`src/isr_pkg.sv`:
```
// Constants for the interface strap and reset select block.
// Assumes a single 250 MHz clock domain.
package isr_pkg;
  localparam int unsigned CLK_PERIOD_PS    = 4000;
  localparam int unsigned RST_MIN_PULSE_PS = 40000;
  // Least time rounds up
  localparam int unsigned RST_MIN_CYC =
    (RST_MIN_PULSE_PS + CLK_PERIOD_PS - 1) / CLK_PERIOD_PS;
  localparam int unsigned SCL_MAX_HZ       = 400000;
  localparam int unsigned CLK_HZ           = 250000000;
  // Half period count, rounded up so the rate never exceeds the maximum
  localparam int unsigned SCL_HALF_CYC =
    (CLK_HZ + 2 * SCL_MAX_HZ - 1) / (2 * SCL_MAX_HZ);
  localparam int unsigned SCL_CNT_W        = 10;
  localparam int unsigned RST_CNT_W        = 4;
  localparam int unsigned MCR_RTS_BIT      = 1;
  localparam int unsigned EFR_AUTO_CTS_BIT = 7;
  localparam int unsigned EFR_AUTO_RTS_BIT = 6;
  localparam logic [7:0]  MODEM_CTRL_RST   = 8'h00;
  localparam logic [7:0]  ENH_FEAT_RST     = 8'h00;
  localparam logic [3:0]  GPI_RST          = 4'hf;
  typedef enum logic [1:0] {ISR_RUN, ISR_RESET_HOLD, ISR_TEST} isr_state_type;
endpackage

```
`src/isr_pulse_filter.sv`:
```
// Qualifies the decoded reset level against a minimum length.
// Assumes the level is synchronous to clk.
`timescale 1ns/1ps
`default_nettype none
module isr_pulse_filter
  import isr_pkg::*;
(
  input  wire logic clk,
  input  wire logic clk_en,
  input  wire logic level_in,
  output logic      qualified
);
  logic [RST_CNT_W-1:0] count_reg;

  always_ff @(posedge clk)
  begin
    if (clk_en)
    begin
      if (!level_in)
        count_reg <= '0;
      else if (count_reg != RST_CNT_W'(RST_MIN_CYC))
        count_reg <= count_reg + 1'b1;
    end
  end

  always_ff @(posedge clk)
  begin
    if (clk_en)
      qualified <= level_in && (count_reg == RST_CNT_W'(RST_MIN_CYC - 1) ||
                                count_reg == RST_CNT_W'(RST_MIN_CYC));
  end
endmodule
`default_nettype wire

```
`src/isr_scl_gen.sv`:
```
// Serial clock divider toward the transceiver.
// Assumes run is synchronous; clock idles high when stopped.
`timescale 1ns/1ps
`default_nettype none
module isr_scl_gen
  import isr_pkg::*;
(
  input  wire logic clk,
  input  wire logic clk_en,
  input  wire logic rst_b,
  input  wire logic run,
  output logic      scl_low
);
  logic [SCL_CNT_W-1:0] div_reg;

  always_ff @(posedge clk)
  begin
    if (!rst_b)
    begin
      div_reg <= '0;
      scl_low <= 1'b0;
    end
    else if (clk_en)
    begin
      if (!run)
      begin
        div_reg <= '0;
        scl_low <= 1'b0;
      end
      else if (div_reg == SCL_CNT_W'(SCL_HALF_CYC - 1))
      begin
        div_reg <= '0;
        scl_low <= ~scl_low;
      end
      else
        div_reg <= div_reg + 1'b1;
    end
  end
endmodule
`default_nettype wire

```
`src/isr_top.sv`:
```
// Strap decode, reset select and side-band pin roles of the UART controller.
// Assumes all pins are synchronous to clk; straps are static.
//
// Operation
// [RL1] Serial host interface is on when the mode strap is high, parallel when low.
// [RL2] Bus style strap high selects read and write strobes, low selects direction and select.
// [RL3] Reset input is active high under bus style high and active low otherwise.
// [RL4] A reset held at least 40 ns clears all registers and puts outputs in reset state.
// [RL5] During reset the transmit output stays high and receive is ignored.
// [RL6] The controller asserts request-to-send before enabling automatic flow control.
// [RL7] Clear-to-send is a general input or gates transmit when its feature bit is set.
// [RL8] Data-set-ready, carrier-detect and ring-indicator never affect the UART.
// [RL9] Transceiver data uses the dedicated lines only while their enable is high, else I2C.
// [RL10] Clock comes from a differential pair, single ended when the negative input is high.
// [RL11] Any of the three test inputs high enters factory test, all low is normal.
// [RL12] A reset output drives the transceiver and its active-low interrupt is accepted.
// [RL13] The serial clock toward the transceiver stays at or below 400 kHz.
// [RL14] Mode and bus style straps are captured at reset and then held; reset input polarity follows the live bus style strap.
`timescale 1ns/1ps
`default_nettype none
module isr_top
  import isr_pkg::*;
(
  input  wire logic       clk,
  input  wire logic       rst_b,
  input  wire logic       clk_en,
  input  wire logic       serial_mode_strap,
  input  wire logic       bus_style_strap,
  input  wire logic       reset_pin,
  input  wire logic       clk_neg_pin,
  input  wire logic       factory_test_sel_2,
  input  wire logic       factory_test_sel_1,
  input  wire logic       factory_test_sel_0,
  input  wire logic [7:0] modem_control_reg,
  input  wire logic [7:0] enhanced_feature_reg,
  input  wire logic       uart_tx_data,
  input  wire logic       uart_tx_req,
  input  wire logic       rx_pin,
  input  wire logic       clear_to_send_n,
  input  wire logic       data_set_ready_n,
  input  wire logic       carrier_detect_n,
  input  wire logic       ring_indicator_n,
  input  wire logic       transceiver_irq_n,
  input  wire logic       transceiver_data_in,
  input  wire logic       radio_data_lines_enable,
  input  wire logic       radio_tx_bit,
  input  wire logic       i2c_run,
  input  wire logic       scl_in,
  output logic            serial_if_en,
  output logic            parallel_if_en,
  output logic            split_strobe_mode,
  output logic            dev_reset,
  output logic            tx_pin,
  output logic            rx_data,
  output logic            tx_allowed,
  output logic            request_to_send_n,
  output logic [3:0]      gp_inputs,
  output logic            transceiver_reset,
  output logic            transceiver_irq,
  output logic            transceiver_data_out,
  output logic            radio_rx_bit,
  output logic            radio_over_i2c,
  output logic            scl_out,
  output logic            scl_oe,
  output logic            single_ended_clk,
  output logic            factory_test,
  output isr_state_type   state
);
  logic style_reg;
  logic reset_level;
  logic reset_qual;
  logic hold_reset;
  logic scl_low;
  logic test_any;

  // Polarity follows the live strap pin, not the value captured at reset
  assign reset_level = bus_style_strap ? reset_pin : ~reset_pin; // see [RL3]
  assign test_any = factory_test_sel_2 | factory_test_sel_1 | factory_test_sel_0;
  assign hold_reset = reset_qual | ~rst_b;

  isr_pulse_filter u_filter
  (
    .clk       (clk),
    .clk_en    (clk_en),
    .level_in  (reset_level),
    .qualified (reset_qual)
  );

  isr_scl_gen u_scl
  (
    .clk     (clk),
    .clk_en  (clk_en),
    .rst_b   (~hold_reset),
    .run     (i2c_run),
    .scl_low (scl_low)
  );

  // Straps sampled only while reset is held, so a later change is ignored
  always_ff @(posedge clk)
  begin
    if (clk_en && hold_reset)
    begin
      style_reg         <= bus_style_strap; // see [RL14]
      serial_if_en      <= serial_mode_strap; // see [RL1]
      parallel_if_en    <= ~serial_mode_strap; // see [RL1]
      split_strobe_mode <= bus_style_strap; // see [RL2]
      single_ended_clk  <= clk_neg_pin; // see [RL10]
    end
  end

  always_ff @(posedge clk)
  begin
    if (clk_en)
      dev_reset <= hold_reset; // see [RL4]
  end

  always_ff @(posedge clk)
  begin
    if (!rst_b)
      state <= ISR_RESET_HOLD;
    else if (clk_en)
    begin
      case (state)
        ISR_RUN:
          if (reset_qual)
            state <= ISR_RESET_HOLD;
          else if (test_any)
            state <= ISR_TEST; // see [RL11]
        ISR_RESET_HOLD:
          if (!reset_qual)
            state <= test_any ? ISR_TEST : ISR_RUN;
        ISR_TEST:
          if (reset_qual)
            state <= ISR_RESET_HOLD;
          else if (!test_any)
            state <= ISR_RUN; // see [RL11]
        default:
          state <= ISR_RESET_HOLD;
      endcase
    end
  end

  always_ff @(posedge clk)
  begin
    if (clk_en)
      factory_test <= test_any && !hold_reset; // see [RL11]
  end

  // UART line side
  always_ff @(posedge clk)
  begin
    if (hold_reset)
    begin
      tx_pin            <= 1'b1; // see [RL5]
      rx_data           <= 1'b1; // see [RL5]
      tx_allowed        <= 1'b0;
      request_to_send_n <= 1'b1; // see [RL4]
    end
    else if (clk_en)
    begin
      tx_pin            <= uart_tx_req ? uart_tx_data : 1'b1;
      rx_data           <= rx_pin;
      // Auto flow only gates; the controller must already assert send request
      tx_allowed        <= ~enhanced_feature_reg[EFR_AUTO_CTS_BIT] |
                           ~clear_to_send_n; // see [RL7]
      request_to_send_n <= ~modem_control_reg[MCR_RTS_BIT]; // see [RL6]
    end
  end

  // Modem status lines are readable; only clear-to-send also steers the UART
  always_ff @(posedge clk)
  begin
    if (hold_reset)
      gp_inputs <= GPI_RST;
    else if (clk_en)
      gp_inputs <= {clear_to_send_n, data_set_ready_n,
                    carrier_detect_n, ring_indicator_n}; // see [RL8]
  end

  // Transceiver side band
  always_ff @(posedge clk)
  begin
    if (hold_reset)
    begin
      transceiver_reset    <= 1'b1; // see [RL12]
      transceiver_irq      <= 1'b0;
      transceiver_data_out <= 1'b0;
      radio_rx_bit         <= 1'b0;
      radio_over_i2c       <= 1'b1;
    end
    else if (clk_en)
    begin
      transceiver_reset    <= 1'b0;
      transceiver_irq      <= ~transceiver_irq_n; // see [RL12]
      transceiver_data_out <= radio_data_lines_enable & radio_tx_bit; // see [RL9]
      radio_rx_bit         <= radio_data_lines_enable & transceiver_data_in; // see [RL9]
      radio_over_i2c       <= ~radio_data_lines_enable; // see [RL9]
    end
  end

  // Open drain clock: drive low only, release for high
  always_ff @(posedge clk)
  begin
    if (hold_reset)
    begin
      scl_out <= 1'b0;
      scl_oe  <= 1'b0;
    end
    else if (clk_en)
    begin
      scl_out <= 1'b0;
      scl_oe  <= scl_low; // see [RL13]
    end
  end
endmodule
`default_nettype wire
```
`config.mk`:
```
export PLATFORM = sky130hd
export DESIGN_NAME = isr_top
export DESIGN_NICKNAME = d
export VERILOG_FILES = /design/src/isr_pkg.sv /design/src/isr_pulse_filter.sv /design/src/isr_scl_gen.sv /design/src/isr_top.sv
export SDC_FILE = /design/constraint.sdc
export NUM_CORES = 1
export LEC_CHECK = 0
export ABC_AREA = 1
export BUFFER_PORTS_ARGS = -buffer_cell sky130_fd_sc_hd__buf_2
export CORE_ASPECT_RATIO = 0.6
export CORE_MARGIN = 5
export CORE_UTILIZATION = 30
export DETAILED_ROUTE_END_ITERATION = 6
export GPL_ROUTABILITY_DRIVEN = 0
export GPL_TIMING_DRIVEN = 0
export PLACE_DENSITY_LB_ADDON = 0.2
export SYNTH_ARGS = -nofsm -noshare
export SYNTH_HDL_FRONTEND = slang
export SYNTH_SLANG_ARGS = --single-unit
```
`constraint.sdc`:
```
create_clock -name clk -period 1.3 [get_ports clk]
set_input_delay 0.065 -clock clk [delete_from_list [all_inputs] [get_ports clk]]
set_output_delay 0.065 -clock clk [all_outputs]
set_load 0.03 [all_outputs]
```
==> results of run 1 <==
[kinds of logic (layout without fill, tap and decap cells)]
group,Yosys count,count (layout)
simple gates,105,105
flops,38,38
buf+inv,29,104
compound gates,18,18
xor+xnor,7,7
fa+ha+maj,5,5
other cells,1,1
[placed cells by master, fill, tap and decap left out, types with 2 or more instances in the layout]
cell type | netlist | routed
a21oi_1 | 7 | 7
buf_2 | 2 | 47
buf_4 | 2 | 12
clkbuf_1 | 1 | 2
clkbuf_8 | 0 | 5
dfxtp_1 | 27 | 25
dlygate4sd3_1 | 0 | 11
edfxtp_1 | 11 | 11
ha_1 | 5 | 4
inv_1 | 22 | 19
inv_2 | 1 | 3
nand2_1 | 40 | 40
nand2_2 | 3 | 2
nand2_4 | 1 | 2
nand3_1 | 16 | 16
nand3_2 | 3 | 3
nor2_1 | 26 | 23
nor2_2 | 10 | 11
nor2_4 | 1 | 3
o21ai_0 | 6 | 6
xnor2_1 | 3 | 3
xor2_1 | 4 | 4
[routing by layer]
layer  GRT usage  vias to the layer above  routed length (µm)
li1            -                      790                   -
met1       0.152                      635                2140
met2       0.158                       30                1580
met3      0.0400                        2                 250
met4      0.0142                        0                   8
met5           0                        -                   0
[area by class of cell]
| cell class | instances | area, µm² | area share |
|---|---|---|---|
| Multi-Input combinational cell | 136 | 762 | 0.321 |
| Tap cell | 80 | 100 | 0.0421 |
| Sequential cell | 38 | 876 | 0.369 |
| Buffer | 6 | 47.5 | 0.0200 |
| Clock buffer | 6 | 72.6 | 0.0305 |
| Timing Repair Buffer | 67 | 418 | 0.176 |
| Clock inverter | 2 | 8.76 | 0.00369 |
| Inverter | 23 | 91.3 | 0.0384 |
[what timing repair did]
item,in CTS,in global routing
endpoints found under the setup margin,13,18
pin swaps,0,4
resized for setup,6,10
endpoints found under the hold margin,10,0
hold buffers,11,0
buffers inserted,1,10
[through the flow]
| step | std cells | utilization |
|---|---|---|
| final | 358 | 0.425 |
| after global routing | 358 | 0.425 |
| after CTS | 348 | 0.407 |
| after detailed placement | 328 | 0.368 |
| after global placement | 328 | 0.368 |
| after floorplan | 203 | - |
[synthesized netlist by cell type (2+ instances only)]
cell and count:
nor2_2 10, xnor2_1 3, inv_1 22, a21oi_1 7
o21ai_0 6, edfxtp_1 11, nand3_2 3, nand2_1 40
xor2_1 4, dfxtp_1 27, nor2_1 26, nand3_1 16
buf_4 2, buf_2 2, nand2_2 3, ha_1 5
[critical path, stage by stage (launching register included)]
cell and delay, ns:
edfxtp_1 0.46, buf_4 0.17, ha_1 0.20, xnor2_1 0.13
nor2_1 0.06
[worst paths after layout]
path         slack (ns)                           startpoint  depth (start not counted)                                   to
max                0.04  u_filter.count_reg[0]$_SDFFCE_PN0P_                          4  u_filter.count_reg[2]$_SDFFCE_PN0P_
min reg2reg        0.45       transceiver_reset$_SDFFE_PN1P_                          2       transceiver_reset$_SDFFE_PN1P_
min                0.02              radio_data_lines_enable                          2          radio_over_i2c$_SDFFE_PN1P_
max reg2reg        0.04  u_filter.count_reg[0]$_SDFFCE_PN0P_                          4  u_filter.count_reg[2]$_SDFFCE_PN0P_
[power by group]
part	total (mW)	switching, mW	internal, mW
clock network	0.771	0.402	0.369
logic	0.444	0.261	0.182
registers	1.32	0.0370	1.28
==> metrics.md, run 1 <==
| Metric | Value |
|---|---|
| Status | finished clean |
| Area contributors post-synth | dfxtp_1 (31%), edfxtp_1 (19%), nand2_1 (8.7%) |
| Worst setup path class | reg -> reg |
| TritonCTS buffer count | 5 |
| Min Clock Period, post-route | 1.26 ns |
| Worst-path clk slew | 0.07 ns |
| Synth warnings | 0 |
| First-pass GRT wire length | 6220 µm |
| Synth Area in Compound Gates | 0.0570 |
| Max Clock Skew | 0.00938 ns |
| Max reg flops | 10 |
| Antenna-violating nets left | 0 |
| XOR/XNOR share of the synthesized area | 0.0354 |
| Initial core utilization | 0.310 |
| Die width | 108 µm |
| 1st-iter DRT viols | 85 |
| Die area | 7450 µm² |
| Hold WS | 0.0227 ns |
| Final setup fails | 0 |
| Share of cells above drive strength 1 | 0.349 |
| Final hold viol count | 0 |
| Nets | 321 |
| Fin. max-slew vios | 0 |
| CTS tree | yes |
| Initial antenna violation count | 0 |
| IR drop worst, VDD | 0.000646 V |
| Register area share after synthesis | 0.502 |
| Post-synth top flop | dfxtp_1 |
| Cell Pwr Density | 1070 nW/µm² |
| Synth cell types | 32 |
| Hold Path Class | in -> reg |
| Row cnt | 21 |
| Number of global-route vias before repair | 1372 |
| Mapped Avg Cell Area | 8.54 µm² |
| Crit path DAT | 1.28 ns |
| CTS Root Cell | clkbuf_8 |
| Final worst setup slack | 0.0420 ns |
| Gr usage total | 0.107 |
| Fraction of the mapped netlist area in simple logic gates | 0.294 |
| Final instance area | 2380 µm² |
| Clk Latency, worst-skew pair | 0.28 ns |
| Synthesis-to-layout area growth | 37.0% |
| Mapped cell area | 1730 µm² |
| Core area | 5600 µm² |
| Placement Cell Area | 2060 µm² |
| Total power draw | 2.53 mW |
| WP data required | 1.33 ns |
| GR Overflow Total | 0 |
| Critical path endpoint category | flop |
| Net Count, Synth | 247 |
| Vias per cell | 4.07 |
| Drt drc | 0 |
| Antenna Diode Count | 0 |
| Leak | 1.03 nW |
| Synth top area share | 0.312 |
| Detailed-route wire length per cell | 11.1 µm |
| Post-Synth Adder-Cell Area | 0.0361 |
| Slew Limit Headroom | 0.561 |
| Worst Path Max Fanout | 5 |
| Worst-margin pin slew | 0.658 ns |
| Leading area contributor after synthesis | dfxtp_1 |
| Pre-antenna DRT Iters | 4 |
| RSZ-0062 raised after global routing | true |
| H-tree depth | 2 |
| Number of synthesized register bits | 38 |
| Max Cap Violations | 0 |
| Cells after Synth | 203 |
| Largest net degree at the start of global routing | 12 |
| Crit start category | flop |
| Fin Setup TNS | 0 ns |
| Placed wire-length estimate | 2890 µm |
| Fillers | 576 |
| Mux cell area share after synthesis | 0 |
| Largest family of logic cells by synthesized area | simple AND/OR/NAND/NOR gates |
| CTS max path bufs | 2 |
| Fmax | 0.795 GHz |
| EDFF count, synth | 11 |
| I/O pin count | 62 |
| Post-synth ARST share | 0 |
| Final worst-path cycle share | 0.968 |
| Die height | 68.9 µm |
| Vias | 1457 |
| Dpl ws | -0.188 ns |
| CTS sink cnt | 38 |
| # port buffers | 45 |
| Final wirelength | 3980 µm |
Note: power is estimated with default switching activity, not from simulation.
==> inputs of run 2 (changes only) <==
--- a/config.mk
+++ b/config.mk
@@ -9,7 +9,7 @@
 export BUFFER_PORTS_ARGS = -buffer_cell sky130_fd_sc_hd__buf_2
 export CORE_ASPECT_RATIO = 0.6
 export CORE_MARGIN = 5
-export CORE_UTILIZATION = 30
+export CORE_UTILIZATION = 44
 export DETAILED_ROUTE_END_ITERATION = 6
 export GPL_ROUTABILITY_DRIVEN = 0
 export GPL_TIMING_DRIVEN = 0
==> metrics.md, run 2 (synthesis gave the netlist of run 1 again) <==
| Metric | Value |
|---|---|
| Clk Latency, worst-skew pair | 0.29 ns |
| Met3 routed WL | 286 µm |
| Fin. max-slew vios | 0 |
| H-tree depth | 2 |
| Vias per cell | 4.65 |
| Number of global-route vias before repair | 1329 |
| Core area | 3740 µm² |
| CTS sink cnt | 38 |
| RSZ-0062 raised after global routing | true |
| Worst-path clk slew | 0.07 ns |
| Die height | 58.6 µm |
| GR Overflow Total | 0 |
| Final worst-path cycle share | 0.983 |
| Final setup fails | 0 |
| Met2 WL | 1640 µm |
| Placed wire-length estimate | 2680 µm |
| Critical path endpoint category | flop |
| CTS tree | yes |
| Max reg flops | 10 |
| Detailed-route wire length per cell | 12.0 µm |
| CTS Root Cell | clkbuf_8 |
| Sw frac | 0.270 |
| Nets | 316 |
| Critical R2R Launch | u_scl.div_reg[0]$_SDFFE_PN0P_ |
| Vias | 1487 |
| Clock power share | 0.319 |
| Min-delay src | ring_indicator_n |
| Antenna Diode Count | 0 |
| Largest net degree at the start of global routing | 12 |
| Min Clock Period, post-route | 1.28 ns |
| Net Sw Power | 0.699 mW |
| Leak | 1.01 nW |
| Row cnt | 17 |
| Status | finished clean |
| Max Clock Skew | 0.00931 ns |
| Critical path launch point | u_scl.div_reg[0]$_SDFFE_PN0P_ |
| Int Power | 1.89 mW |
| Gate power share | 0.171 |
| WL met1 | 1860 µm |
| I/O pin count | 62 |
| CTS max path bufs | 2 |
| WP data required | 1.48 ns |
| Antenna-violating nets left | 0 |
| Placement Cell Area | 2020 µm² |
| 1st-iter DRT viols | 43 |
| Max Cap Violations | 0 |
| Hold WS | 0.0225 ns |
| Die area | 5340 µm² |
| Crit start category | flop |
| Drt drc | 0 |
| Pre-antenna DRT Iters | 4 |
| Hold Path Class | in -> reg |
| # port buffers | 45 |
| Cell Pwr Density | 1100 nW/µm² |
| Worst setup path class | reg -> reg |
| Worst-margin pin slew | 0.607 ns |
| Synthesis-to-layout area growth | 36.0% |
| Worst Path Max Fanout | 5 |
| Die width | 91.1 µm |
| IR drop worst, VDD | 0.000626 V |
| Crit path DAT | 1.46 ns |
| First-pass GRT wire length | 6060 µm |
| Fmax | 0.783 GHz |
| TritonCTS buffer count | 5 |
| Commonest non-fill, non-tap cell in the layout | buf_2 |
| Final wirelength | 3830 µm |
| Slew Limit Headroom | 0.596 |
| DR top layer | met4 |
| Initial antenna violation count | 0 |
| Share of cells above drive strength 1 | 0.366 |
| Gr usage total | 0.142 |
| Final hold viol count | 0 |
| Initial core utilization | 0.463 |
| Final instance area | 2360 µm² |
| Commonest non-fill, non-tap cells in the layout | buf_2 (47), nand2_1 (39), dfxtp_1 (24) |
| Sequential share of power | 0.509 |
[run 2: changes by cell type in the layout (fill, tap and decap cells not counted), sizes merged]
cell	change
buf	-6
clkbuf	+2
clkinv	-2
nand2	+1
[run 2: routing by layer]
layer	vias up	GRT usage
li1	779	-
met1	663	0.196
met2	41	0.200
met5	-	0
met4	0	0.0377
met3	4	0.0664
[run 2: what timing repair did]
item,in CTS,in global routing
endpoints found under the setup margin,16,18
hold buffers,11,0
gates resized for setup,6,22
buffers inserted,0,5
pin swaps,0,12
endpoints found under the hold margin,10,0
cloned,0,1
[run 2: area by class of cell]
type / count / area, µm²
Clock buffer: 8 / 90.1
Buffer: 6 / 43.8
Inverter: 23 / 91.3
Timing Repair Buffer: 61 / 377
Multi-Input combinational cell: 137 / 821
Sequential cell: 38 / 877
Fill cell: 330 / 1390
Tap cell: 47 / 58.8
[run 2: path summary, 6_finish.rpt]
check | endpoint | slack [ns] | cells past startpoint
max | u_scl.div_reg[8]$_SDFFE_PN0P_ | 0.02 | 9
min | gp_inputs[0]$_SDFFE_PN1P_ | 0.02 | 3
max reg2reg | u_scl.div_reg[8]$_SDFFE_PN0P_ | 0.02 | 9
min reg2reg | transceiver_reset$_SDFFE_PN1P_ | 0.45 | 2
[run 2: through the flow]
stage	utilization	cells	total power [mW]	setup WS (ns)	TNS, ns
floorplan	-	203	1.59	0.0526	0
global placement	0.540	295	1.71	-0.145	-1.10
detailed placement	0.540	295	1.71	-0.180	-1.44
CTS	0.598	314	2.57	0.000532	0
global route	0.630	320	2.71	-0.0381	-0.419
finish	0.630	320	2.59	0.0226	0
[run 2: critical path: stages (launching register included)]
cell and delay [ns]:
dfxtp_4 0.36, inv_2 0.06, ha_4 0.12, nand2_2 0.05, nor2_2 0.12, nand3_2 0.09
nand2_2 0.10, nand2_4 0.10, nand2_8 0.12, nor2_2 0.05
[run 2: power by group through the flow]
stage,clock (mW),combinational (mW),sequential (mW)
after floorplan,0,0.173,1.42
final,0.825,0.443,1.32
after CTS,0.847,0.400,1.32
after detailed placement,0,0.367,1.35
after global placement,0,0.361,1.35
after global routing,0.891,0.491,1.32
